<file path="src/timer_three_pkg.sv">
// Package for the auto-reload timer three block.
// Assumes a single system clock domain and an SFR-style register port.
package timer_three_pkg;
	// Register address in the SFR space
	localparam logic [7:0] CTRL_ADDR = 8'h91;
	localparam logic [7:0] CTRL_RESET = 8'h00;
	// Control register field positions
	localparam int HIGH_FLAG_BIT = 7;
	localparam int LOW_FLAG_BIT = 6;
	localparam int LOW_IRQ_EN_BIT = 5;
	localparam int CAPTURE_EN_BIT = 4;
	localparam int SPLIT_BIT = 3;
	localparam int RUN_BIT = 2;
	localparam int UNUSED_BIT = 1;
	localparam int EXT_SEL_BIT = 0;
	// Writable bits; bit 1 is held at zero
	localparam logic [7:0] CTRL_WMASK = 8'hFD;
	// Prescaler counts
	localparam int SYS_DIV = 12;
	localparam int EXT_DIV = 8;
	localparam logic [7:0] BYTE_ZERO = 8'h00;
	localparam logic [7:0] BYTE_ONES = 8'hFF;
endpackage : timer_three_pkg

</file>
<file path="src/auto_reload_timer_three.sv">
// Auto-reload timer three: 16-bit or split dual 8-bit counter with overflow flags.
// Assumes all inputs synchronous to mclk except ext_osc, which is synchronised here.
//
// Functional notes
// - 16-bit counter of two bytes, or two 8-bit auto-reload counters by split bit.
// - Counter advances from system clock, system clock over 12, or external over 8.
// - External oscillator is resynchronised into system clock domain before it is divided.
// - 16-bit wrap loads the reload value and sets the high overflow flag.
// - 16-bit mode requests an interrupt on every full overflow when enabled.
// - 16-bit mode with low irq enable also requests on low byte wrap.
// - Split mode: each byte reloads from its own reload byte.
// - Split mode: run control gates only the high counter; low always runs.
// - Split mode: byte clock select one picks the system clock.
// - Clock select zero picks system over 12 or external over 8.
// - Split mode: each byte wrap sets its own overflow flag.
// - Split mode: high overflow requests; with low enable, either byte requests.
// - Flags are cleared only by software; hardware never clears them.
// - Capture enable with the timer irq enable copies count into reload and requests on oscillator rise.
// - 16-bit mode: run control starts and stops the whole counter.
`timescale 1ns/1ps
module auto_reload_timer_three
	import timer_three_pkg::*;
#(
	// Prescaler counts; the divider counters hold at most 16 and 8
	parameter int SYS_DIVIDE = SYS_DIV,
	parameter int EXT_DIVIDE = EXT_DIV
)
(
	// Clock and reset
	input wire logic mclk,
	input wire logic reset,
	// Special function register port
	input wire logic sfr_wr,
	input wire logic [7:0] sfr_addr,
	input wire logic [7:0] sfr_wdata,
	output logic [7:0] timer_three_control,
	// Reload and count preset, written by software
	input wire logic reload_low_wr,
	input wire logic reload_high_wr,
	input wire logic count_low_wr,
	input wire logic count_high_wr,
	input wire logic [7:0] byte_wdata,
	// Clock selects and interrupt enable from elsewhere
	input wire logic low_clock_select,
	input wire logic high_clock_select,
	input wire logic timer_irq_enable,
	// External oscillator and low-frequency oscillator
	input wire logic ext_osc,
	input wire logic lfo_out,
	// State and interrupt request
	output logic [7:0] count_low_byte,
	output logic [7:0] count_high_byte,
	output logic [7:0] reload_low_byte,
	output logic [7:0] reload_high_byte,
	output logic irq
);

////////////////////////////////////////////////////////////////////////////////
	logic [7:0] ctrl, next_ctrl;
	logic [7:0] cnt_lo, next_cnt_lo, cnt_hi, next_cnt_hi;
	logic [7:0] rl_lo, next_rl_lo, rl_hi, next_rl_hi;
	logic [3:0] div12, next_div12;
	logic [2:0] div8, next_div8;
	logic ext_rise;
	logic ext_s1, ext_s2, ext_s3;
	logic lfo_q, next_lfo_q;
	logic irq_q, next_irq_q;
	logic tick12, tick_ext, tick_sel, tick_lo, tick_hi;
	logic split, run, wrap_lo, wrap_hi, wrap16, lfo_rise, capture;

	assign split = ctrl[SPLIT_BIT];
	assign run = ctrl[RUN_BIT];

	// Divider widths cannot serve larger counts
	if (SYS_DIVIDE < 2 || SYS_DIVIDE > 16) begin : g_sys_div_check
		$error("system clock divider out of range");
	end
	if (EXT_DIVIDE < 2 || EXT_DIVIDE > 8) begin : g_ext_div_check
		$error("external clock divider out of range");
	end

////////////////////////////////////////////////////////////////////////////////
	// Prescalers and external tick crossing
	always_comb begin
		next_div12 = tick12 ? 4'h0 : div12 + 4'h1;
		// External edges are counted after the synchroniser
		next_div8 = div8;
		if (ext_rise) begin
			next_div8 = (div8 == 3'(EXT_DIVIDE - 1)) ? 3'h0 : div8 + 3'h1;
		end
		next_lfo_q = lfo_out;
	end
	assign tick12 = (div12 == 4'(SYS_DIVIDE - 1));

	always_ff @(posedge mclk or posedge reset) begin
		if (reset) begin
			div12 <= 4'h0;
			div8 <= 3'h0;
			ext_s1 <= 1'b0;
			ext_s2 <= 1'b0;
			ext_s3 <= 1'b0;
			lfo_q <= 1'b0;
		end else begin
			div12 <= next_div12;
			div8 <= next_div8;
			ext_s1 <= ext_osc;
			ext_s2 <= ext_s1;
			ext_s3 <= ext_s2;
			lfo_q <= next_lfo_q;
		end
	end
	// Oscillator must stay below half of mclk, or edges are lost
	assign ext_rise = ext_s2 & ~ext_s3;
	// One tick per divided period, on the synchronised rising edge
	assign tick_ext = ext_rise && div8 == 3'(EXT_DIVIDE - 1);

////////////////////////////////////////////////////////////////////////////////
	// Clock source choice per byte
	assign tick_sel = ctrl[EXT_SEL_BIT] ? tick_ext : tick12;
	always_comb begin
		if (split) begin
			tick_lo = low_clock_select ? 1'b1 : tick_sel;
			tick_hi = (high_clock_select ? 1'b1 : tick_sel) & run;
		end else begin
			// Whole counter shares the low byte's select
			tick_lo = (low_clock_select ? 1'b1 : tick_sel) & run;
			tick_hi = tick_lo;
		end
	end

	assign wrap_lo = tick_lo && cnt_lo == BYTE_ONES;
	assign wrap_hi = split ? (tick_hi && cnt_hi == BYTE_ONES) : 1'b0;
	assign wrap16 = !split && wrap_lo && cnt_hi == BYTE_ONES;
	assign lfo_rise = lfo_out & ~lfo_q;
	assign capture = lfo_rise && ctrl[CAPTURE_EN_BIT] && timer_irq_enable;

////////////////////////////////////////////////////////////////////////////////
	// Counter, reload and control next state
	always_comb begin
		next_cnt_lo = cnt_lo;
		next_cnt_hi = cnt_hi;
		next_rl_lo = reload_low_wr ? byte_wdata : rl_lo;
		next_rl_hi = reload_high_wr ? byte_wdata : rl_hi;
		next_ctrl = ctrl;
		next_irq_q = 1'b0;
		if (sfr_wr && sfr_addr == CTRL_ADDR) begin
			next_ctrl = sfr_wdata & CTRL_WMASK;
		end
		if (split) begin
			if (wrap_lo) begin
				next_cnt_lo = rl_lo;
			end else if (tick_lo) begin
				next_cnt_lo = cnt_lo + 8'h01;
			end
			if (wrap_hi) begin
				next_cnt_hi = rl_hi;
			end else if (tick_hi) begin
				next_cnt_hi = cnt_hi + 8'h01;
			end
			if (wrap_hi) begin
				next_ctrl[HIGH_FLAG_BIT] = 1'b1;
			end
			if (wrap_lo) begin
				next_ctrl[LOW_FLAG_BIT] = 1'b1;
			end
			next_irq_q = timer_irq_enable &&
				(wrap_hi || (wrap_lo && ctrl[LOW_IRQ_EN_BIT]));
		end else begin
			if (wrap16) begin
				next_cnt_lo = rl_lo;
				next_cnt_hi = rl_hi;
				next_ctrl[HIGH_FLAG_BIT] = 1'b1;
			end else if (tick_lo) begin
				{next_cnt_hi, next_cnt_lo} = {cnt_hi, cnt_lo} + 16'h0001;
			end
			if (wrap_lo && !wrap16) begin
				next_ctrl[LOW_FLAG_BIT] = 1'b1;
			end
			next_irq_q = timer_irq_enable &&
				(wrap16 || (wrap_lo && ctrl[LOW_IRQ_EN_BIT]));
		end
		// Preset writes win over counting
		if (count_low_wr) begin
			next_cnt_lo = byte_wdata;
		end
		if (count_high_wr) begin
			next_cnt_hi = byte_wdata;
		end
		if (capture) begin
			next_rl_lo = cnt_lo;
			next_rl_hi = cnt_hi;
			next_irq_q = 1'b1;
		end
	end

	always_ff @(posedge mclk or posedge reset) begin
		if (reset) begin
			ctrl <= CTRL_RESET;
			cnt_lo <= BYTE_ZERO;
			cnt_hi <= BYTE_ZERO;
			rl_lo <= BYTE_ZERO;
			rl_hi <= BYTE_ZERO;
			irq_q <= 1'b0;
		end else begin
			ctrl <= next_ctrl;
			cnt_lo <= next_cnt_lo;
			cnt_hi <= next_cnt_hi;
			rl_lo <= next_rl_lo;
			rl_hi <= next_rl_hi;
			irq_q <= next_irq_q;
		end
	end

	assign timer_three_control = ctrl;
	assign count_low_byte = cnt_lo;
	assign count_high_byte = cnt_hi;
	assign reload_low_byte = rl_lo;
	assign reload_high_byte = rl_hi;
	assign irq = irq_q;
endmodule : auto_reload_timer_three

</file>
<file path="config.mk">
export PLATFORM = sky130hd
export DESIGN_NAME = auto_reload_timer_three
export DESIGN_NICKNAME = d
export VERILOG_FILES = /design/src/timer_three_pkg.sv /design/src/auto_reload_timer_three.sv
export SDC_FILE = /design/constraint.sdc
export NUM_CORES = 1
export LEC_CHECK = 0
export BUFFER_PORTS_ARGS = -buffer_cell sky130_fd_sc_hd__buf_2
export CORE_UTILIZATION = 45
export DETAILED_ROUTE_END_ITERATION = 6
export PLACE_DENSITY = 0.8
export SLEW_MARGIN = 5
export SYNTH_ARGS = -nofsm -noshare
export SYNTH_HDL_FRONTEND = slang
export SYNTH_SLANG_ARGS = --single-unit
</file>
<file path="constraint.sdc">
create_clock -name mclk -period 2.8 [get_ports mclk]
set_clock_uncertainty 0.1 [all_clocks]
set_input_delay 0.14 -clock mclk [delete_from_list [all_inputs] [get_ports mclk]]
set_output_delay 0.14 -clock mclk [all_outputs]
set_load 0.005 [all_outputs]
</file>
Word level (Yosys, flattened, before mapping)
Cells that the tools add are included.

Latch bits: 0. Memories kept: 0. Output and inout bits: 41. Memory bits (writable): 0. Register bits after elaboration: 51. Bits of input ports: 36. ROM bits: 0. Logic and storage cells: 85.

Bitwise gates (word level): 6. Reduce and logical (&&, ||, !) cells: 22. $mul: 0. Equal/unequal tests: 7. $lt $le $gt $ge: 0. Muxes and demuxes: 32. Shifts and indexed selects: 0. Add/subtract/negate cells: 5. Div/mod/pow operators: 0.

Operators with widths (number): $mux 8 (17); $eq 8x8->1 const B (3); $add 16x1->16 const B (1); $add 8x1->8 const B (2); $logic_and 1x1->1 (12); $mux 1 (12); $ne 4x2->1 const B (2); $reduce_bool 4->1 (2); $add 4x1->4 const B (1); $and 1x1->1 (4); $eq 4x4->1 const B (1); $mux 4 (1); $reduce_and 2->1 (2); $reduce_bool 2->1 (2); $add 3x1->3 const B (1); $eq 3x3->1 const B (1); $mux 3 (1); $logic_not 1->1 (2); $logic_or 1x1->1 (2); $mux 2 (1); $not 1->1 (2).

Logic depth before layout (Yosys ltp)
Gate-level depths: netlist (run 1).

Depth in word-level cells: 14. Gate-level depth with buffers: 9.

Least setup slack after synthesis (run 1)
Ideal clock, no wire load.

Kind: reg-to-reg. From: reg cnt_lo[0] (netlist: count_low_byte[0]). To: reg cnt_lo[7] (netlist: count_low_byte[7]). Buffers on the path: 2. Path slack: 685 ps. Cell stages (with the launch flop): 9. Period minus slack after synthesis: 2115 ps. Data arrival time: 1922 ps. Setup time: 94 ps. Cell sequence: dfrtp_1 > ha_1 > and4_1 > buf_4 > o211ai_4 > or3_1 > buf_6 > mux2i_1 > a221oi_2.

Cells in the longest elaborated chain, start to end: 7.

Ends and longest elaborated chain: from (decl) (RTL line auto_reload_timer_three.sv:60) `logic [7:0] cnt_lo, next_cnt_lo, cnt_hi, next_cnt_hi;`; from (signal assigned) (RTL line auto_reload_timer_three.sv:206) `cnt_lo <= next_cnt_lo;`; parallel branches: the longest is 7 deep, another holds $add 16x1->16.

Several ways; the timed one is not identified. The select of a mux whose other input is x is not followed. A chain may end at the register's enable or synchronous reset.

Worst setup path after layout (run 1)
From: reg div8[0]. To: reg cnt_hi[1] (netlist: count_high_byte[1]).

Cells in the longest elaborated chain, start to end: 12.

Ends and longest elaborated chain: from (decl) (RTL line auto_reload_timer_three.sv:63) `logic [2:0] div8, next_div8;`; from (signal assigned) (RTL line auto_reload_timer_three.sv:105) `div8 <= next_div8;`; $eq 3x3->1 * (RTL line auto_reload_timer_three.sv:115) `assign tick_ext = ext_rise && div8 == 3'(EXT_DIVIDE - 1);`; $logic_and 1x1->1 * (RTL line auto_reload_timer_three.sv:115); $mux 1 * (RTL line auto_reload_timer_three.sv:119) `assign tick_sel = ctrl[EXT_SEL_BIT] ? tick_ext : tick12;`; $mux 1 (RTL line auto_reload_timer_three.sv:122, auto_reload_timer_three.sv:126); $and 1x1->1 (RTL line auto_reload_timer_three.sv:126) `tick_lo = (low_clock_select ? 1'b1 : tick_sel) & run;`; $mux 1 (RTL line auto_reload_timer_three.sv:121) `if (split) begin`; $logic_and 1x1->1 (RTL line auto_reload_timer_three.sv:131) `assign wrap_lo = tick_lo && cnt_lo == BYTE_ONES;`; $logic_and 1x1->1 (2 in series) (RTL line auto_reload_timer_three.sv:133) `assign wrap16 = !split && wrap_lo && cnt_hi == BYTE_ONES;`; $mux 8 (RTL line auto_reload_timer_three.sv:169) `if (wrap16) begin`; $mux 8 (RTL line auto_reload_timer_three.sv:149) `if (split) begin`; $mux 8 (RTL line auto_reload_timer_three.sv:186) `if (count_high_wr) begin`; to (signal assigned) (RTL line auto_reload_timer_three.sv:207) `cnt_hi <= next_cnt_hi;`; to (decl) (RTL line auto_reload_timer_three.sv:60).

Mark *: on every way between the ends. The rest lies on a longest branch, timed or not.

==> impl_metrics.yaml, run 1 <==
flow_run:
  maxCapViolations: 0
grt:
  grt_antenna_before_repair: 0
  gr-total-overflow: 0
  grt_use_total_pct: 23.1
  grt_max_degree: 34
  grt_pass1_vias: 2659
  grt_pass1_wl_mm: 13.1
floorplanning:
  die_y_um: 85.0
  floorplan.initialDensity_pct: 47.7
  die_x_um: 85.0
  core-area_mm2: 0.00649
  dieArea_mm2: 0.00722
  num_io_pins: 77
  rows: 29
detailed_routing:
  drtAntennaViolNets: 0
  drt_iter0_markers: 313
  num_vias: 2826
  drc: 5
  wire_per_inst_um: 16.9
  vias_per_cell: 5.96
  dr.pass1.iters: 7
  routed_wl_mm: 8.00
cells_and_area:
  fin_area_mm2: 0.00366
  layout-area-overhead-vs-synth_pct: 18.3
  final_nets: 437
  layout_commonest_cell: "buf_2"
  num_antenna_cells: 0
  fillers: 588
  final_cell_mix: "buf_2, dfrtp_1, a21oi_1"
  drive_above_1_share_pct: 27.2
clock_tree:
  clk_root_buffer_cell: "clkbuf_8"
  holdBufCountCts: 10
  h-tree-depth: 2
  cts_setup_buffers: 0
  cts_tree: "built"
  cts_resized: 0
  path_clk_slew_ns: 0.09
  cts-buffers-inserted: 5
  clockBufferDepth: 2
  clk_latency_ns: 0.31
  clock_sinks: 51
synthesis:
  synthXorXnorAreaFrac_pct: 3.11
  yosys.area.top_type: "dfrtp_1"
  synth_edf_count: 0
  yosysUniqueCellTypes: 58
  syn_avg_cell_area_um2: 9.59
  synth_mux_area_share_pct: 10.4
  synth_cells: 323
  synth_compound_area_share_pct: 20.9
  synthFlopType: "dfrtp_1"
  async_flop_share_pct: 100
  ys_ff_latch: 51
  yosys-top-cells-area: "dfrtp_1, mux2i_1, a21oi_1, mux2_2, nor2_1"
  synth_area_mm2: 0.00310
  synth_fp_nets: 364
  synth_simple_gate_area_share_pct: 17.3
  synth_top_area_share_pct: 41.2
  synth_top_family_by_area: "compound AO/OA/AOI/OAI gates"
  ys_warn_count: 0
  synthAdderAreaFrac_pct: 2.02
  ys_seq_area_share_pct: 41.2
placement:
  placed_area_mm2: 0.00348
  dp_hpwl_mm: 5.84
  gp_congestion: 0.927
  io_buffers: 74
critical_path:
  arrival_ns: 2.48
  reg2reg_to: "count_high_byte[1]"
  worstRegToRegCells: 7
  cp_common_cell: "ha_1"
  end_kind: "register"
  reg2reg_slack_ns: 0.40
  crit_start: "div8[0]"
  cp_max_fo: 9
  crit_path_end: "count_high_byte[1]"
  setup.worst_path.start_class: "register"
  slowest_delay_ns: 0.50
  path_cells: "ha_1, ha_1, and4b_1, o31ai_4, nor2_1, a31oi_1, o311ai_1"
  cp_slowest_cell: "o31ai_4"
  worstPathRequired_ns: 2.88
  critical_path_class: "register to register"
  regToRegStartpoint: "div8[0]"
outcome:
  status: "finished with violations"
  violations: "design-rule violations"
power:
  p_leak_nw: 1.72
  ir_drop_v: 0.000338
  p_total_mw: 1.72
  powerDensity_mw_per_mm2: 468
timing:
  whs_ns: 0.0205
  max_slew_margin_pct: 62.6
  worst_pin_slew_ns: 0.560
  tns_ns: 0
  fin_crit_sh_pct: 85.8
  fmax_ghz: 0.416
  rsz0062_at_grt: "false"
  finalHoldViolations: 0
  finalMaxSlewViolations: 0
  setup_viol: 0
  period_needed_ns: 2.40
min_path:
  hold_path.class: "input port to register"
critical path: cells and delay by family (launching register included):
kind	cells	cell delay, ns
AOI/OAI and AO/OA	3	0.83
adders and majority gates	2	0.40
DFF	1	0.40
and+or+nand+nor	2	0.55
worst min path at each step:
stage / startpoint / end / cells past startpoint
3_3_place_gp: reset / timer_three_control[0] / 2
4_1_cts: byte_wdata[5] / count_low_byte[5] / 3
3_5_place_dp: reset / timer_three_control[0] / 2
5_1_grt: byte_wdata[5] / count_low_byte[5] / 3
2_1_floorplan: ext_osc / ext_s1 / 0
6_report: byte_wdata[5] / count_low_byte[5] / 3
power breakdown:
| group | internal [mW] | total, mW | switching (mW) |
|---|---|---|---|
| Clock | 0.172 | 0.416 | 0.245 |
| Sequential | 0.817 | 0.911 | 0.0949 |
| Combinational | 0.196 | 0.388 | 0.192 |
stage by stage:
| stage | worst slack [ns] | util, % | std cells |
|---|---|---|---|
| finish | 0.397 | 56.4 | 474 |
| global route | 0.197 | 56.4 | 474 |
| CTS | 0.398 | 56.4 | 474 |
| detailed placement | 0.421 | 53.6 | 456 |
| global placement | 0.487 | 53.6 | 456 |
| floorplan | 0.685 | - | 323 |
synthesized netlist by cell type, drive strengths merged (4+ instances only):
cell and number:
o221ai 7, nor2 27, mux2 10, ha 5
or3 7, inv 8, a31oi 6, dfrtp 51
o21ai 16, clkbuf 11, nand3 7, o211ai 4
a21oi 29, xor2 5, xnor2 6, nand2 25
and3 4, buf 12, nor3 10, mux2i 21
registers in the layout, summed over array words and instances, names as in the netlist:
name and count:
div8 3, irq 1, reload_low_byte 8, div12 4, count_high_byte 8, ext_s1 1, ext_s3 1, timer_three_control 7
ext_s2 1, count_low_byte 8, lfo_q 1, reload_high_byte 8
cells by family (layout without fill, tap and decap cells):
group	after synthesis	count (layout)
AND/OR/NAND/NOR	103	103
AO/OA/AOI/OAI	90	90
flip-flops	51	51
multiplexers	31	31
buffers and inverters	31	105
XOR/XNOR	11	11
adder cells (fa/ha/maj)	5	5
other	1	1
routing by layer:
layer / vias to the layer above / wire (µm) / global-route usage (%)
met5: - / 0 / 0
li1: 1333 / - / -
met1: 1352 / 3400 / 30.6
met2: 128 / 3860 / 38.7
met4: 0 / 126 / 7.86
met3: 13 / 620 / 3.40
area by class of cell:
| cell class | count | area, µm² | share of cell area [%] |
|---|---|---|---|
| clock buffers | 5 | 68.8 | 1.88 |
| clock inverters | 3 | 15.0 | 0.410 |
| inverters | 8 | 30.0 | 0.819 |
| multi-input cells | 241 | 1670 | 45.6 |
| flip-flops and latches | 51 | 1280 | 34.8 |
| well taps | 77 | 96.3 | 2.63 |
| repair buffers | 89 | 508 | 13.9 |
(Power assumes the default switching activity.)
==> run 2, diff against run 1 <==
SLEW_MARGIN = 25   (was 5)
clock period = 2.9 ns   (was 2.8 ns; I/O delays follow)
==> impl_metrics.yaml, run 2 (same netlist as run 1, synthesis figures left out) <==
critical_path:
  arrival_ns: 2.58
  worstRegToRegCells: 6
  worstPathRequired_ns: 3.02
  regToRegStartpoint: "count_low_byte[1]"
  critical_path_class: "register to register"
  end_kind: "register"
  crit_start: "count_low_byte[1]"
  cp_max_fo: 8
  setup.worst_path.start_class: "register"
cells_and_area:
  num_antenna_cells: 0
  final_cell_mix: "buf_2, dfrtp_1, a21oi_1"
  fin_area_mm2: 0.00369
  final_nets: 436
  drive_above_1_share_pct: 27.0
  layout_commonest_cell: "buf_2"
  fillers: 594
  layout-area-overhead-vs-synth_pct: 19.3
timing:
  period_needed_ns: 2.46
  finalHoldViolations: 0
  fmax_ghz: 0.407
  worst_pin_slew_ns: 0.630
  tns_ns: 0
  rsz0062_at_grt: "false"
  fin_crit_sh_pct: 84.7
  finalMaxSlewViolations: 0
  max_slew_margin_pct: 58.0
  setup_viol: 0
flow_run:
  maxCapViolations: 0
floorplanning:
  floorplan.initialDensity_pct: 47.7
  num_io_pins: 77
  core-area_mm2: 0.00649
  rows: 29
  die_x_um: 85.0
  die_y_um: 85.0
  dieArea_mm2: 0.00722
detailed_routing:
  drtAntennaViolNets: 0
  wire_per_inst_um: 17.1
  drt_iter0_markers: 209
  num_vias: 2897
  vias_per_cell: 6.12
  routed_wl_mm: 8.09
  dr.pass1.iters: 7
  drc: 5
clock_tree:
  path_clk_slew_ns: 0.10
  clockBufferDepth: 2
  cts_tree: "built"
  clock_sinks: 51
  cts_setup_buffers: 0
  cts-buffers-inserted: 5
  h-tree-depth: 2
  clk_root_buffer_cell: "clkbuf_8"
  clk_latency_ns: 0.31
min_path:
  whs_path_depth: 3
  hold_path.class: "input port to register"
  min-delay-start: "byte_wdata[5]"
power:
  p_sw_uw: 521
  p_leak_nw: 1.73
  powerDensity_mw_per_mm2: 481
  clkPwrFrac_pct: 29.5
  ir_drop_v: 0.000315
  pwr-share-comb_pct: 20.9
  p_seq_share_pct: 49.5
  p_sw_share_pct: 29.3
  intPower_mw: 1.26
placement:
  dp_hpwl_mm: 5.82
  placed_area_mm2: 0.00348
  gp_congestion: 0.936
  io_buffers: 74
grt:
  grt_antenna_before_repair: 0
  grt_use_total_pct: 23.8
  grt_pass1_wl_mm: 13.6
  grt_max_degree: 52
  gr-total-overflow: 0
  grt_pass1_vias: 2834
outcome:
  violations: "design-rule violations"
  status: "finished with violations"
[run 2: worst max-delay path, stage by stage, from the launching register on]
cell,delay (ns)
dfrtp_1,0.46
ha_1,0.24
and4_1,0.43
o211ai_4,0.18
or3_1,0.51
mux2i_1,0.18
a221oi_2,0.26
[run 2: cell type report]
| cell class | instances | area (µm²) | area share [%] |
|---|---|---|---|
| Timing Repair Buffer | 88 | 500 | 13.6 |
| Tap cell | 77 | 96.3 | 2.61 |
| Clock buffer | 6 | 82.6 | 2.24 |
| Clock inverter | 2 | 35.0 | 0.949 |
| Inverter | 8 | 32.5 | 0.881 |
| Multi-Input combinational cell | 241 | 1670 | 45.2 |
| Sequential cell | 51 | 1280 | 34.6 |
[run 2: worst paths after layout]
check	slack (ns)	to
min	0.01	count_low_byte[5]
max in group asynchronous	1.91	reload_high_byte[1]
min in group asynchronous	0.37	ext_s3
min reg2reg	0.27	ext_s2
max	0.44	count_low_byte[7]
max reg2reg	0.44	count_low_byte[7]
[run 2: metrics by stage]
stage / worst slack (ns) / hold slack (ns) / instances / utilization [%] / power [mW]
3_5_place_dp: 0.472 / 0.159 / 455 / 53.5 / 1.26
6_report: 0.444 / 0.0140 / 473 / 56.9 / 1.78
5_1_grt: 0.271 / 0.0166 / 473 / 56.9 / 1.88
2_1_floorplan: 0.785 / 0.0764 / 323 / - / 1.11
3_3_place_gp: 0.586 / 0.164 / 455 / 53.5 / 1.24
4_1_cts: 0.457 / 0.0172 / 473 / 56.9 / 1.78
[run 2: what timing repair did]
action / CTS / global route
setup endpoints to repair: 0 / 0
hold buffers: 10 / 0
hold endpoints to repair: 60 / 0
gates resized for setup: 0 / 0
[run 2: per-layer routing]
| metal | GRT usage [%] | routed length, µm | up-vias | part of all wire [%] |
|---|---|---|---|---|
| met5 | 0 | 0 | - | 0 |
| met4 | 8.78 | 132 | 0 | 1.6 |
| met3 | 3.99 | 585 | 14 | 7.2 |
| met2 | 37.9 | 3830 | 141 | 47 |
| met1 | 32.8 | 3540 | 1407 | 44 |
| li1 | - | - | 1335 | - |
[run 2: power by group through the flow]
stage | combinational (mW) | clock (mW) | sequential (mW)
after global routing | 0.427 | 0.555 | 0.895
after floorplan | 0.246 | 0 | 0.864
after global placement | 0.349 | 0 | 0.889
final | 0.372 | 0.525 | 0.880
after CTS | 0.375 | 0.530 | 0.880
after detailed placement | 0.363 | 0 | 0.893
